### config.mk
export PLATFORM = sky130hd
export DESIGN_NAME = cprs_core
export DESIGN_NICKNAME = d
export VERILOG_FILES = /design/src/cprs_pkg.sv /design/src/cprs_bcd_add.sv /design/src/cprs_stack.sv /design/src/cprs_core.sv
export SDC_FILE = /design/constraint.sdc
export NUM_CORES = 1
export LEC_CHECK = 0
export ABC_AREA = 1
export CORE_UTILIZATION = 60
export CTS_CLUSTER_DIAMETER = 40
export CTS_CLUSTER_SIZE = 8
export DETAILED_ROUTE_END_ITERATION = 12
export DONT_BUFFER_PORTS = 1
export GPL_TIMING_DRIVEN = 0
export PLACE_DENSITY = 0.76
export REMOVE_ABC_BUFFERS = 1
export SETUP_SLACK_MARGIN = 0.02
export SYNTH_ARGS = -nofsm -noshare
export SYNTH_HDL_FRONTEND = slang
export SYNTH_SLANG_ARGS = --single-unit
### constraint.sdc
create_clock -name i_clk -period 3.31 [get_ports i_clk]
set_input_delay 0.4965 -clock i_clk [delete_from_list [all_inputs] [get_ports i_clk]]
set_output_delay 0.4965 -clock i_clk [all_outputs]
set_load 0.03 [all_outputs]
### src/cprs_pkg.sv
// Shared constants, command codes and carrier types for the
// programmer register set of a small 8-bit processor core.
// Assumes one 10 MHz clock and a synchronous active-high reset.
//
// Notes on behaviour
// - Eight-bit accumulator holds operands and results
// - Eight-bit index register addresses indexed accesses
// - Reset loads fetch pointer from vector pair
// - Fetch pointer advances after each consumed byte
// - Fetch pointer is thirteen bits wide
// - Sixteen-bit view shows upper three bits zero
// - Flags register top three bits read one
// - Push writes at stack pointer, then decrements
// - Pull reads the most recently pushed byte
// - Reset and reinit set stack pointer fixed
// - Decimal add is binary add then adjust
// - Adjust on nibble carry or invalid digit
// - Half-carry flag records low nibble carry
// - Data bus is eight bits wide
// - Address bus carries thirteen address lines
// - Core registers occupy no memory address
// - One shared memory-mapped space for everything
// - Each memory access takes one bus cycle
// - Processor clock is input clock halved

package cprs_pkg;

	////////////////////////////////////////////////////////////////////
	// Widths and timing
	localparam int ADDR_W = 13;        // Address lines
	localparam int DATA_W = 8;         // Data lines
	localparam int CLK_PERIOD_NS = 100;  // Input clock period
	localparam int PROC_DIV = 2;         // Processor clock divider
	localparam int PROC_PERIOD_NS = CLK_PERIOD_NS * PROC_DIV;
	localparam logic CE_PHASE = 1'h1;    // Divider phase giving enable
	localparam logic DIV_RESET = 1'h0;   // Divider value after reset

	////////////////////////////////////////////////////////////////////
	// Fixed locations and reset values
	localparam logic [12:0] VEC_HI_ADDR = 13'h1ffe; // Vector high byte
	localparam logic [12:0] VEC_LO_ADDR = 13'h1fff; // Vector low byte
	localparam logic [7:0]  SP_RESET    = 8'hff;    // Stack pointer start
	localparam logic [4:0]  STACK_PAGE  = 5'h00;    // Stack page bits
	localparam logic [4:0]  INDEX_PAGE  = 5'h00;    // Indexed page bits
	localparam logic [12:0] PC_RESET    = 13'h0000; // Before vector load
	localparam logic [7:0]  ACC_RESET   = 8'h00;
	localparam logic [7:0]  IDX_RESET   = 8'h00;

	////////////////////////////////////////////////////////////////////
	// Flags register layout
	localparam logic [2:0] CC_ONES  = 3'h7;   // Unused top bits
	localparam logic [4:0] CC_RESET = 5'h08;  // Interrupt mask set
	localparam int CC_C = 0;   // Carry
	localparam int CC_Z = 1;   // Zero
	localparam int CC_N = 2;   // Negative
	localparam int CC_I = 3;   // Interrupt mask
	localparam int CC_H = 4;   // Half carry
	localparam logic [2:0] PC_UPPER_ZERO = 3'h0;

	////////////////////////////////////////////////////////////////////
	// Decimal adjust constants
	localparam logic [3:0] BCD_DIGIT_MAX = 4'h9;
	localparam logic [7:0] BCD_BYTE_MAX  = 8'h99;
	localparam logic [3:0] BCD_FIX       = 4'h6;

	////////////////////////////////////////////////////////////////////
	// Command codes; codes c..f are ignored
	typedef enum logic [3:0] {
		OP_NOP   = 4'h0,
		OP_LDA   = 4'h1,  // Accumulator from command data
		OP_LDX   = 4'h2,  // Index from command data
		OP_LDCC  = 4'h3,  // Low five flag bits from data
		OP_ADD   = 4'h4,  // Binary add data to accumulator
		OP_ADDD  = 4'h5,  // Decimal add data to accumulator
		OP_RSP   = 4'h6,  // stack_pointer_reinit_instr
		OP_FETCH = 4'h7,  // Read byte at next_fetch_pointer
		OP_PUSHA = 4'h8,  // Push accumulator
		OP_PULLA = 4'h9,  // Pull into accumulator
		OP_LDAX  = 4'ha,  // Accumulator from memory at index
		OP_STAX  = 4'hb   // Accumulator to memory at index
	} cprs_op_t;

	// Request from the sequencing logic
	typedef struct packed {
		logic       valid;
		cprs_op_t   op;
		logic [7:0] data;
	} cprs_cmd_t;

	// One memory bus access
	typedef struct packed {
		logic [12:0] addr;
		logic [7:0]  wdata;
		logic        rd;
		logic        wr;
	} cprs_bus_t;

	localparam cprs_bus_t BUS_IDLE = '{13'h0000, 8'h00, 1'b0, 1'b0};

endpackage : cprs_pkg

### src/cprs_bcd_add.sv
// Binary adder with optional decimal adjust for packed BCD bytes.
// Purely combinational; the caller registers the result.
`timescale 1ns/1ns

module cprs_bcd_add (
	input  wire logic [7:0] i_a,       // Accumulator operand
	input  wire logic [7:0] i_b,       // Second operand
	input  wire logic       i_decimal, // Apply decimal adjust
	output logic      [7:0] o_sum,     // Result
	output logic            o_carry,   // Carry out
	output logic            o_half     // Low nibble carry
);

	////////////////////////////////////////////////////////////////////
	// Plain binary sums
	logic [4:0] lo_sum;   // Low nibble sum with carry
	logic [8:0] bin_sum;  // Full sum with carry
	logic       lo_fix;   // Low digit needs correction
	logic       hi_fix;   // High digit needs correction
	logic [7:0] adj;      // Correction to add

	assign lo_sum  = {1'b0, i_a[3:0]} + {1'b0, i_b[3:0]};
	assign bin_sum = {1'b0, i_a} + {1'b0, i_b};
	assign o_half  = lo_sum[4];

	////////////////////////////////////////////////////////////////////
	// Correct on a digit carry or an A..F digit
	assign lo_fix = lo_sum[4] | (bin_sum[3:0] > cprs_pkg::BCD_DIGIT_MAX);
	assign hi_fix = bin_sum[8] | (bin_sum[7:0] > cprs_pkg::BCD_BYTE_MAX);
	assign adj = {hi_fix ? cprs_pkg::BCD_FIX : 4'h0,
		lo_fix ? cprs_pkg::BCD_FIX : 4'h0};

	// Decimal carry is the high correction itself
	assign o_sum   = i_decimal ? bin_sum[7:0] + adj : bin_sum[7:0];
	assign o_carry = i_decimal ? hi_fix : bin_sum[8];

endmodule : cprs_bcd_add

### src/cprs_stack.sv
// Stack pointer with pre-increment pull and post-decrement push.
// Assumes the caller never asks to increment and decrement at once.
`timescale 1ns/1ns

module cprs_stack (
	input  wire logic        i_clk,       // Core clock
	input  wire logic        i_rst,       // Synchronous reset
	input  wire logic        i_reinit,    // Reinit instruction
	input  wire logic        i_pre_inc,   // Pull starts
	input  wire logic        i_post_dec,  // Push finished
	output logic       [7:0] o_sp,        // Stack pointer
	output logic      [12:0] o_push_addr, // Where a push writes
	output logic      [12:0] o_pull_addr  // Where a pull reads
);

	logic [7:0] sp;  // Pointer within the stack page

	////////////////////////////////////////////////////////////////////
	// Pointer register; reinit beats any movement
	always_ff @(posedge i_clk)
	begin
		if (i_rst || i_reinit)
			sp <= cprs_pkg::SP_RESET;
		else if (i_pre_inc)
			sp <= sp + 8'h01;
		else if (i_post_dec)
			sp <= sp - 8'h01;
	end

	// Pull reads the slot above, where the last push landed
	assign o_sp        = sp;
	assign o_push_addr = {cprs_pkg::STACK_PAGE, sp};
	assign o_pull_addr = {cprs_pkg::STACK_PAGE, sp + 8'h01};

endmodule : cprs_stack

### src/cprs_core.sv
// Programmer register set of the core: accumulator, index,
// fetch pointer, flags and stack, with the memory bus sequencer.
// Assumes a memory that answers a read within one processor cycle
// on i_rdata, and a sequencer that issues one command at a time.
`timescale 1ns/1ns

module cprs_core (
	input  wire logic                i_clk,         // 10 MHz clock
	input  wire logic                i_rst,         // Sync reset
	input  wire cprs_pkg::cprs_cmd_t i_cmd,         // Command
	output logic                     o_cmd_ready,   // Command taken
	input  wire logic          [7:0] i_rdata,       // Memory read data
	output cprs_pkg::cprs_bus_t      o_bus,         // Memory access
	output logic               [7:0] o_acc,         // Accumulator
	output logic               [7:0] o_idx,         // Index register
	output logic              [15:0] o_pc16,        // Fetch pointer
	output logic               [7:0] o_ccr,         // Flags
	output logic               [7:0] o_sp,          // Stack pointer
	output logic                     o_fetch_valid, // Fetched byte
	output logic               [7:0] o_fetch_data   // Fetched value
);

	////////////////////////////////////////////////////////////////////
	// Sequencer states; all eight codes are used
	typedef enum logic [2:0] {
		ST_VEC_HI  = 3'b000,  // Reading vector high byte
		ST_VEC_LO  = 3'b001,  // Reading vector low byte
		ST_READY   = 3'b010,  // Waiting for a command
		ST_FETCH   = 3'b011,  // Instruction byte read
		ST_PUSH    = 3'b100,  // Stack write
		ST_PULL    = 3'b101,  // Stack read
		ST_LOADX   = 3'b110,  // Indexed read
		ST_STOREX  = 3'b111   // Indexed write
	} cprs_state_t;

	cprs_state_t         state;       // Current state
	cprs_state_t         next_state;  // Following state
	cprs_state_t         op_state;    // State a command enters
	cprs_pkg::cprs_bus_t bus;         // Registered bus access
	cprs_pkg::cprs_bus_t next_bus;    // Following bus access
	cprs_pkg::cprs_bus_t op_bus;      // Access a command starts
	logic                div;         // Clock divider
	logic                ce;          // Processor clock enable
	logic          [7:0] acc;         // Accumulator
	logic          [7:0] idx;         // Index register
	logic         [12:0] pc;          // next_fetch_pointer
	logic          [4:0] cc;          // Stored flag bits
	logic          [7:0] sum;         // Adder result
	logic                sum_c;       // Adder carry
	logic                sum_h;       // Adder half carry
	logic         [12:0] push_addr;   // Stack write address
	logic         [12:0] pull_addr;   // Stack read address

	////////////////////////////////////////////////////////////////////
	// Decoded strobes
	logic take;       // Command accepted this edge
	logic take_add;   // Either add
	logic take_push;
	logic take_pull;
	logic take_rsp;
	logic bus_done;   // Bus access ends this edge
	logic vec_hi_done;
	logic vec_lo_done;
	logic load_done;  // Read into accumulator ends

	// Read request to a given address
	function automatic cprs_pkg::cprs_bus_t bus_rd(
		input logic [12:0] addr);
		bus_rd = '{addr, 8'h00, 1'b1, 1'b0};
	endfunction : bus_rd

	// Write request of a byte to a given address
	function automatic cprs_pkg::cprs_bus_t bus_wr(
		input logic [12:0] addr,
		input logic [7:0]  data);
		bus_wr = '{addr, data, 1'b0, 1'b1};
	endfunction : bus_wr

	// True when a command carries the given code
	function automatic logic is_op(
		input cprs_pkg::cprs_cmd_t cmd,
		input cprs_pkg::cprs_op_t  op);
		is_op = cmd.valid && (cmd.op == op);
	endfunction : is_op

	////////////////////////////////////////////////////////////////////
	// Processor clock enable: one pulse every second edge
	always_ff @(posedge i_clk)
	begin
		if (i_rst)
			div <= cprs_pkg::DIV_RESET;
		else
			div <= ~div;
	end

	// First pulse falls on the second cycle after reset
	assign ce = (div == cprs_pkg::CE_PHASE);

	////////////////////////////////////////////////////////////////////
	// Command acceptance happens only on a processor cycle
	assign o_cmd_ready = (state == ST_READY) && ce;
	assign take        = o_cmd_ready && i_cmd.valid;
	assign take_add    = o_cmd_ready && (is_op(i_cmd, cprs_pkg::OP_ADD)
		|| is_op(i_cmd, cprs_pkg::OP_ADDD));
	assign take_push   = o_cmd_ready && is_op(i_cmd, cprs_pkg::OP_PUSHA);
	assign take_pull   = o_cmd_ready && is_op(i_cmd, cprs_pkg::OP_PULLA);
	assign take_rsp    = o_cmd_ready && is_op(i_cmd, cprs_pkg::OP_RSP);

	// Every access state lasts exactly one processor cycle
	assign bus_done    = ce && (state != ST_READY)
		&& (state != ST_VEC_HI) && (state != ST_VEC_LO);
	assign vec_hi_done = ce && (state == ST_VEC_HI);
	assign vec_lo_done = ce && (state == ST_VEC_LO);
	assign load_done   = ce && ((state == ST_PULL) || (state == ST_LOADX));

	////////////////////////////////////////////////////////////////////
	// Command to state and bus access; program, data and I/O alike
	assign op_state =
		(i_cmd.op == cprs_pkg::OP_FETCH) ? ST_FETCH :
		(i_cmd.op == cprs_pkg::OP_PUSHA) ? ST_PUSH :
		(i_cmd.op == cprs_pkg::OP_PULLA) ? ST_PULL :
		(i_cmd.op == cprs_pkg::OP_LDAX)  ? ST_LOADX :
		(i_cmd.op == cprs_pkg::OP_STAX)  ? ST_STOREX : ST_READY;
	assign op_bus =
		(i_cmd.op == cprs_pkg::OP_FETCH) ? bus_rd(pc) :
		(i_cmd.op == cprs_pkg::OP_PUSHA) ? bus_wr(push_addr, acc) :
		(i_cmd.op == cprs_pkg::OP_PULLA) ? bus_rd(pull_addr) :
		(i_cmd.op == cprs_pkg::OP_LDAX)  ?
			bus_rd({cprs_pkg::INDEX_PAGE, idx}) :
		(i_cmd.op == cprs_pkg::OP_STAX)  ?
			bus_wr({cprs_pkg::INDEX_PAGE, idx}, acc) :
		cprs_pkg::BUS_IDLE;

	////////////////////////////////////////////////////////////////////
	// Next state and access
	always_comb
	begin
		next_state = state;
		next_bus   = bus;
		unique case (state)
			ST_VEC_HI:
				if (ce)
				begin
					next_state = ST_VEC_LO;
					next_bus   = bus_rd(cprs_pkg::VEC_LO_ADDR);
				end
			ST_VEC_LO:
				if (ce)
				begin
					next_state = ST_READY;
					next_bus   = cprs_pkg::BUS_IDLE;
				end
			ST_READY:
				if (take)
				begin
					next_state = op_state;
					next_bus   = op_bus;
				end
			ST_FETCH, ST_PUSH, ST_PULL, ST_LOADX, ST_STOREX:
				if (ce)
				begin
					// Bus released so back-to-back accesses show a gap
					next_state = ST_READY;
					next_bus   = cprs_pkg::BUS_IDLE;
				end
		endcase
	end

	// State and bus registers; reset starts the vector read
	always_ff @(posedge i_clk)
	begin
		if (i_rst)
		begin
			state <= ST_VEC_HI;
			bus   <= bus_rd(cprs_pkg::VEC_HI_ADDR);
		end
		else
		begin
			state <= next_state;
			bus   <= next_bus;
		end
	end

	// Registers are never decoded from the address bus
	assign o_bus = bus;

	////////////////////////////////////////////////////////////////////
	// Adder and stack
	cprs_bcd_add u_add (
		.i_a       (acc),
		.i_b       (i_cmd.data),
		.i_decimal (i_cmd.op == cprs_pkg::OP_ADDD),
		.o_sum     (sum),
		.o_carry   (sum_c),
		.o_half    (sum_h)
	);

	cprs_stack u_stack (
		.i_clk       (i_clk),
		.i_rst       (i_rst),
		.i_reinit    (take_rsp),
		.i_pre_inc   (take_pull),
		.i_post_dec  (bus_done && (state == ST_PUSH)),
		.o_sp        (o_sp),
		.o_push_addr (push_addr),
		.o_pull_addr (pull_addr)
	);

	////////////////////////////////////////////////////////////////////
	// Accumulator
	always_ff @(posedge i_clk)
	begin
		if (i_rst)
			acc <= cprs_pkg::ACC_RESET;
		else if (take && is_op(i_cmd, cprs_pkg::OP_LDA))
			acc <= i_cmd.data;
		else if (take_add)
			acc <= sum;
		else if (load_done)
			acc <= i_rdata;
	end

	// Index register
	always_ff @(posedge i_clk)
	begin
		if (i_rst)
			idx <= cprs_pkg::IDX_RESET;
		else if (take && is_op(i_cmd, cprs_pkg::OP_LDX))
			idx <= i_cmd.data;
	end

	////////////////////////////////////////////////////////////////////
	// Flags; add updates H N Z C, pull and indexed load update N Z
	always_ff @(posedge i_clk)
	begin
		if (i_rst)
			cc <= cprs_pkg::CC_RESET;
		else if (take && is_op(i_cmd, cprs_pkg::OP_LDCC))
			cc <= i_cmd.data[4:0];
		else if (take_add)
		begin
			cc[cprs_pkg::CC_H] <= sum_h;
			cc[cprs_pkg::CC_N] <= sum[7];
			cc[cprs_pkg::CC_Z] <= (sum == 8'h00);
			cc[cprs_pkg::CC_C] <= sum_c;
		end
		else if (load_done)
		begin
			cc[cprs_pkg::CC_N] <= i_rdata[7];
			cc[cprs_pkg::CC_Z] <= (i_rdata == 8'h00);
		end
	end

	// Top bits are not stored at all, so they cannot drift
	assign o_ccr = {cprs_pkg::CC_ONES, cc};

	////////////////////////////////////////////////////////////////////
	// Fetch pointer: vector bytes, then one step per fetched byte
	always_ff @(posedge i_clk)
	begin
		if (i_rst)
			pc <= cprs_pkg::PC_RESET;
		else if (vec_hi_done)
			pc[12:8] <= i_rdata[4:0];
		else if (vec_lo_done)
			pc[7:0] <= i_rdata;
		else if (bus_done && (state == ST_FETCH))
			pc <= pc + 13'h0001;
	end

	// Wider view pads with zeros above the thirteen real bits
	assign o_pc16 = {cprs_pkg::PC_UPPER_ZERO, pc};

	// Fetched byte, valid for one clock
	always_ff @(posedge i_clk)
	begin
		if (i_rst)
		begin
			o_fetch_valid <= 1'b0;
			o_fetch_data  <= 8'h00;
		end
		else
		begin
			o_fetch_valid <= bus_done && (state == ST_FETCH);
			if (bus_done && (state == ST_FETCH))
				o_fetch_data <= i_rdata;
		end
	end

	assign o_acc = acc;
	assign o_idx = idx;
endmodule : cprs_core

==> metrics.txt <==
vertical die dimension=a little over 90 um; total of buffers placed on input and output ports=0; vias in the first global route=4529; initial cell density of the core=63.5%; Setup TNS Final=0 ns; final routed DRC violation total=0; MaxCap Viol Count=0; number of enable flip-flop cells after synthesis=0; total track usage=33.5%; pin count of the biggest net entering global routing=37; buffer and inverter count on the worst path=2; dominant register cell in the synthesized netlist=sky130_fd_sc_hd__dfxtp_1; Final nets=731; Die Footprint=0.00819 mm^2; wire length of the first global-routing pass=around 22000 um; post-synthesis cell type with the largest combined area=sky130_fd_sc_hd__dfxtp_1; Final Wtd Congestion=a little over 0.9; number of sinks handled by clock tree synthesis=78; data required time of the critical path=3.61 ns; Final Slew Violations=0; highest clock frequency the design can meet=318 MHz; Max rail drop VDD=roughly 0.37 mV; mean instance size in the synthesized netlist=between 6 and 7 um^2; Max stage delay cell, worst path=sky130_fd_sc_hd__dfxtp_4; number of endpoints failing setup at the final stage=0; post-detailed-route via-to-cell ratio=roughly 6.0; count of antenna-violating nets left after detailed routing=0; H-Tree Depth=3; outcome=finished clean; Power per Cell Area=389 mW/mm^2; clock tree from TritonCTS=done; layout cell share with drive strength beyond 1=8.31%; warning count from the yosys run=0; top post-synthesis cells by area=sky130_fd_sc_hd__dfxtp_1 (33%), sky130_fd_sc_hd__nand2_1 (12%), sky130_fd_sc_hd__inv_1 (7.1%); Clk pin slew, worst setup/hold paths=~0.10 ns; cell family with most CP delay=simple AND/OR/NAND/NOR gates; gate count after technology mapping=700; maximum count of clock buffers along a single path=2; clock buffer count from CTS=9; number of top-level pins=104; fraction of registers with async set or reset after synthesis=0%; type of destination of the critical path=flop; Post-Route WL=13400 um; area share of the largest cell type after synthesis=roughly a third; transition at the pin with the smallest max-transition slack=1.01 ns; placed wire-length estimate=10200 um; CP startpoint kind=flop; Synth top cells by count=sky130_fd_sc_hd__nand2_1 (156), sky130_fd_sc_hd__inv_1 (89), sky130_fd_sc_hd__dfxtp_1 (78); worst min-delay path class=in2reg; slew margin rel.=approximately a third; clock period minus worst slack=3.14 ns; number of distinct library cells after synthesis=47; Final Hold Viols=0; antenna violations before repair=0; CP max stage delay=0.44 ns; flop2flop setup slack=0.17 ns; share of synthesized area occupied by flip-flops and latches=33.2%; detailed-route via count=4777; final core area utilization=67.0%; setup skew after layout=0.0115 ns; cell-by-cell listing of the critical path=ha_4 > inv_1 > fa_2 > inv_2 > nand2_1 > nand2_2 > nand2_1 > nand2_1 > nand2_2 > ha_2 > fa_1 > nand2_1 > o21ai_1 > nor2_2 > nand2_1 > nor3_2 > nand3_1 > nor2_1 > nand3_1 > nand2_1 > nand2_1 > a21oi_2; leakage power=2.12 nW; Chip Width=90.5 um; most instantiated library cell after synthesis=sky130_fd_sc_hd__nand2_1; worst skew pair latency=0.36 ns; kind of critical path=reg2reg; RSZ-0062 raised after global routing=no; crit-path max FO=4; total power=around 1.9 mW; residual overflow from global routing=0; Core Area=0.00741 mm^2; number of optimization iterations in the first detailed-route pass=5; worst path arrival time=3.44 ns; root buffer cell=sky130_fd_sc_hd__clkbuf_8; cell with the most instances on the worst path=sky130_fd_sc_hd__nand2_1; Area growth, synth to finish=5.53%; # rows=31; Iter 0 DRT Violations=304; antenna fix cells=0; FF+latch count, synth=78; Period Utilization, post-route=~95%; Hold Slack=roughly 0.19 ns; summed instance area of the synthesized netlist=0.00470 mm^2; wire length per cell after detailed routing=16.8 um
-- area by class of cell --
cell class                 instances  area [um^2]
clock buffer                       9          124
multi-input combinational        504         2700
clock inverter                     7         61.3
tap                               99          124
inverter                          99          374
sequential                        78         1570
timing repair buffer               1         15.0
fill                             695         2450
-- path summary, 6_finish.rpt --
check                start        to  cells after the start
setup / recovery  o_acc[0]     cc[1]                     22
hold / removal       i_rst  o_bus[4]                      1
setup reg to reg  o_acc[0]     cc[1]                     22
hold reg to reg         ce        ce                      1
-- state kept, by name, summed over array words and instances (netlist names) --
name / flops
o_idx: 8
state: 3
o_fetch_data: 8
ce: 1
u_stack.o_sp: 8
o_fetch_valid: 1
cc: 5
o_bus: 23
pc: 13
o_acc: 8
-- metal layers --
| layer | part of all wire [%] | wire length, um | GRT usage (%) | up-vias |
|---|---|---|---|---|
| li1 | - | - | - | 2308 |
| met3 | 8.7 | 1170 | 8.25 | 30 |
| met1 | 42 | 5670 | 42.3 | 2219 |
| met2 | 46 | 6180 | 54.5 | 220 |
| met5 | 0 | 0 | 0 | - |
| met4 | 2.9 | 386 | 13.7 | 0 |
-- cell usage in the layout (no fill, tap or decap), drive strengths merged, types with 2 or more instances in the layout --
cell type / n
nand3b: 2
nand4: 7
o221ai: 2
a221oi: 5
xnor2: 2
o21ai: 54
nand2: 159
o22ai: 8
dfxtp: 78
nor4: 2
nor2: 74
nand3: 39
clkinvlp: 2
o31ai: 4
a311oi: 2
a31oi: 9
fa: 2
conb: 6
o211ai: 10
nor3: 21
clkinv: 2
ha: 13
a211oi: 8
or2: 3
clkbuf: 9
inv: 102
xor2: 12
a21oi: 53
-- stage by stage --
step                      instance area, um^2  cells  setup slack, ns
after CTS                                4940    797           0.0247
after floorplan                          4600    681            0.122
after detailed placement                 4750    781           -0.209
after global routing                     4960    797           0.0319
after global placement                   4730    780           -0.146
final                                    4960    797            0.168
-- report_power, final --
group | switching (mW) | internal [mW] | total [mW]
clock network | 0.411 | 0.288 | 0.700
registers | 0.0616 | 0.959 | 1.02
logic | 0.147 | 0.0617 | 0.209
total | 0.620 | 1.31 | 1.93
-- kinds of logic after synthesis --
kind of cell,share of synthesized area [%]
and+or+nand+nor,29.1
buffers and inverters,10.4
DFF,33.2
AOI/OAI and AO/OA,20.3
other,0.160
xor gates and xnor gates,2.61
adders and majority gates,4.31
-- repair_timing --
action                                  in CTS  in global routing
endpoints found under the hold margin        0                  0
endpoints found under the setup margin       3                  3
hold buffers                                 0                  0
gates cloned                                 0                  0
setup buffers                                0                  0
resized for setup                            5                  7
Power figures use the tool's default switching activity.
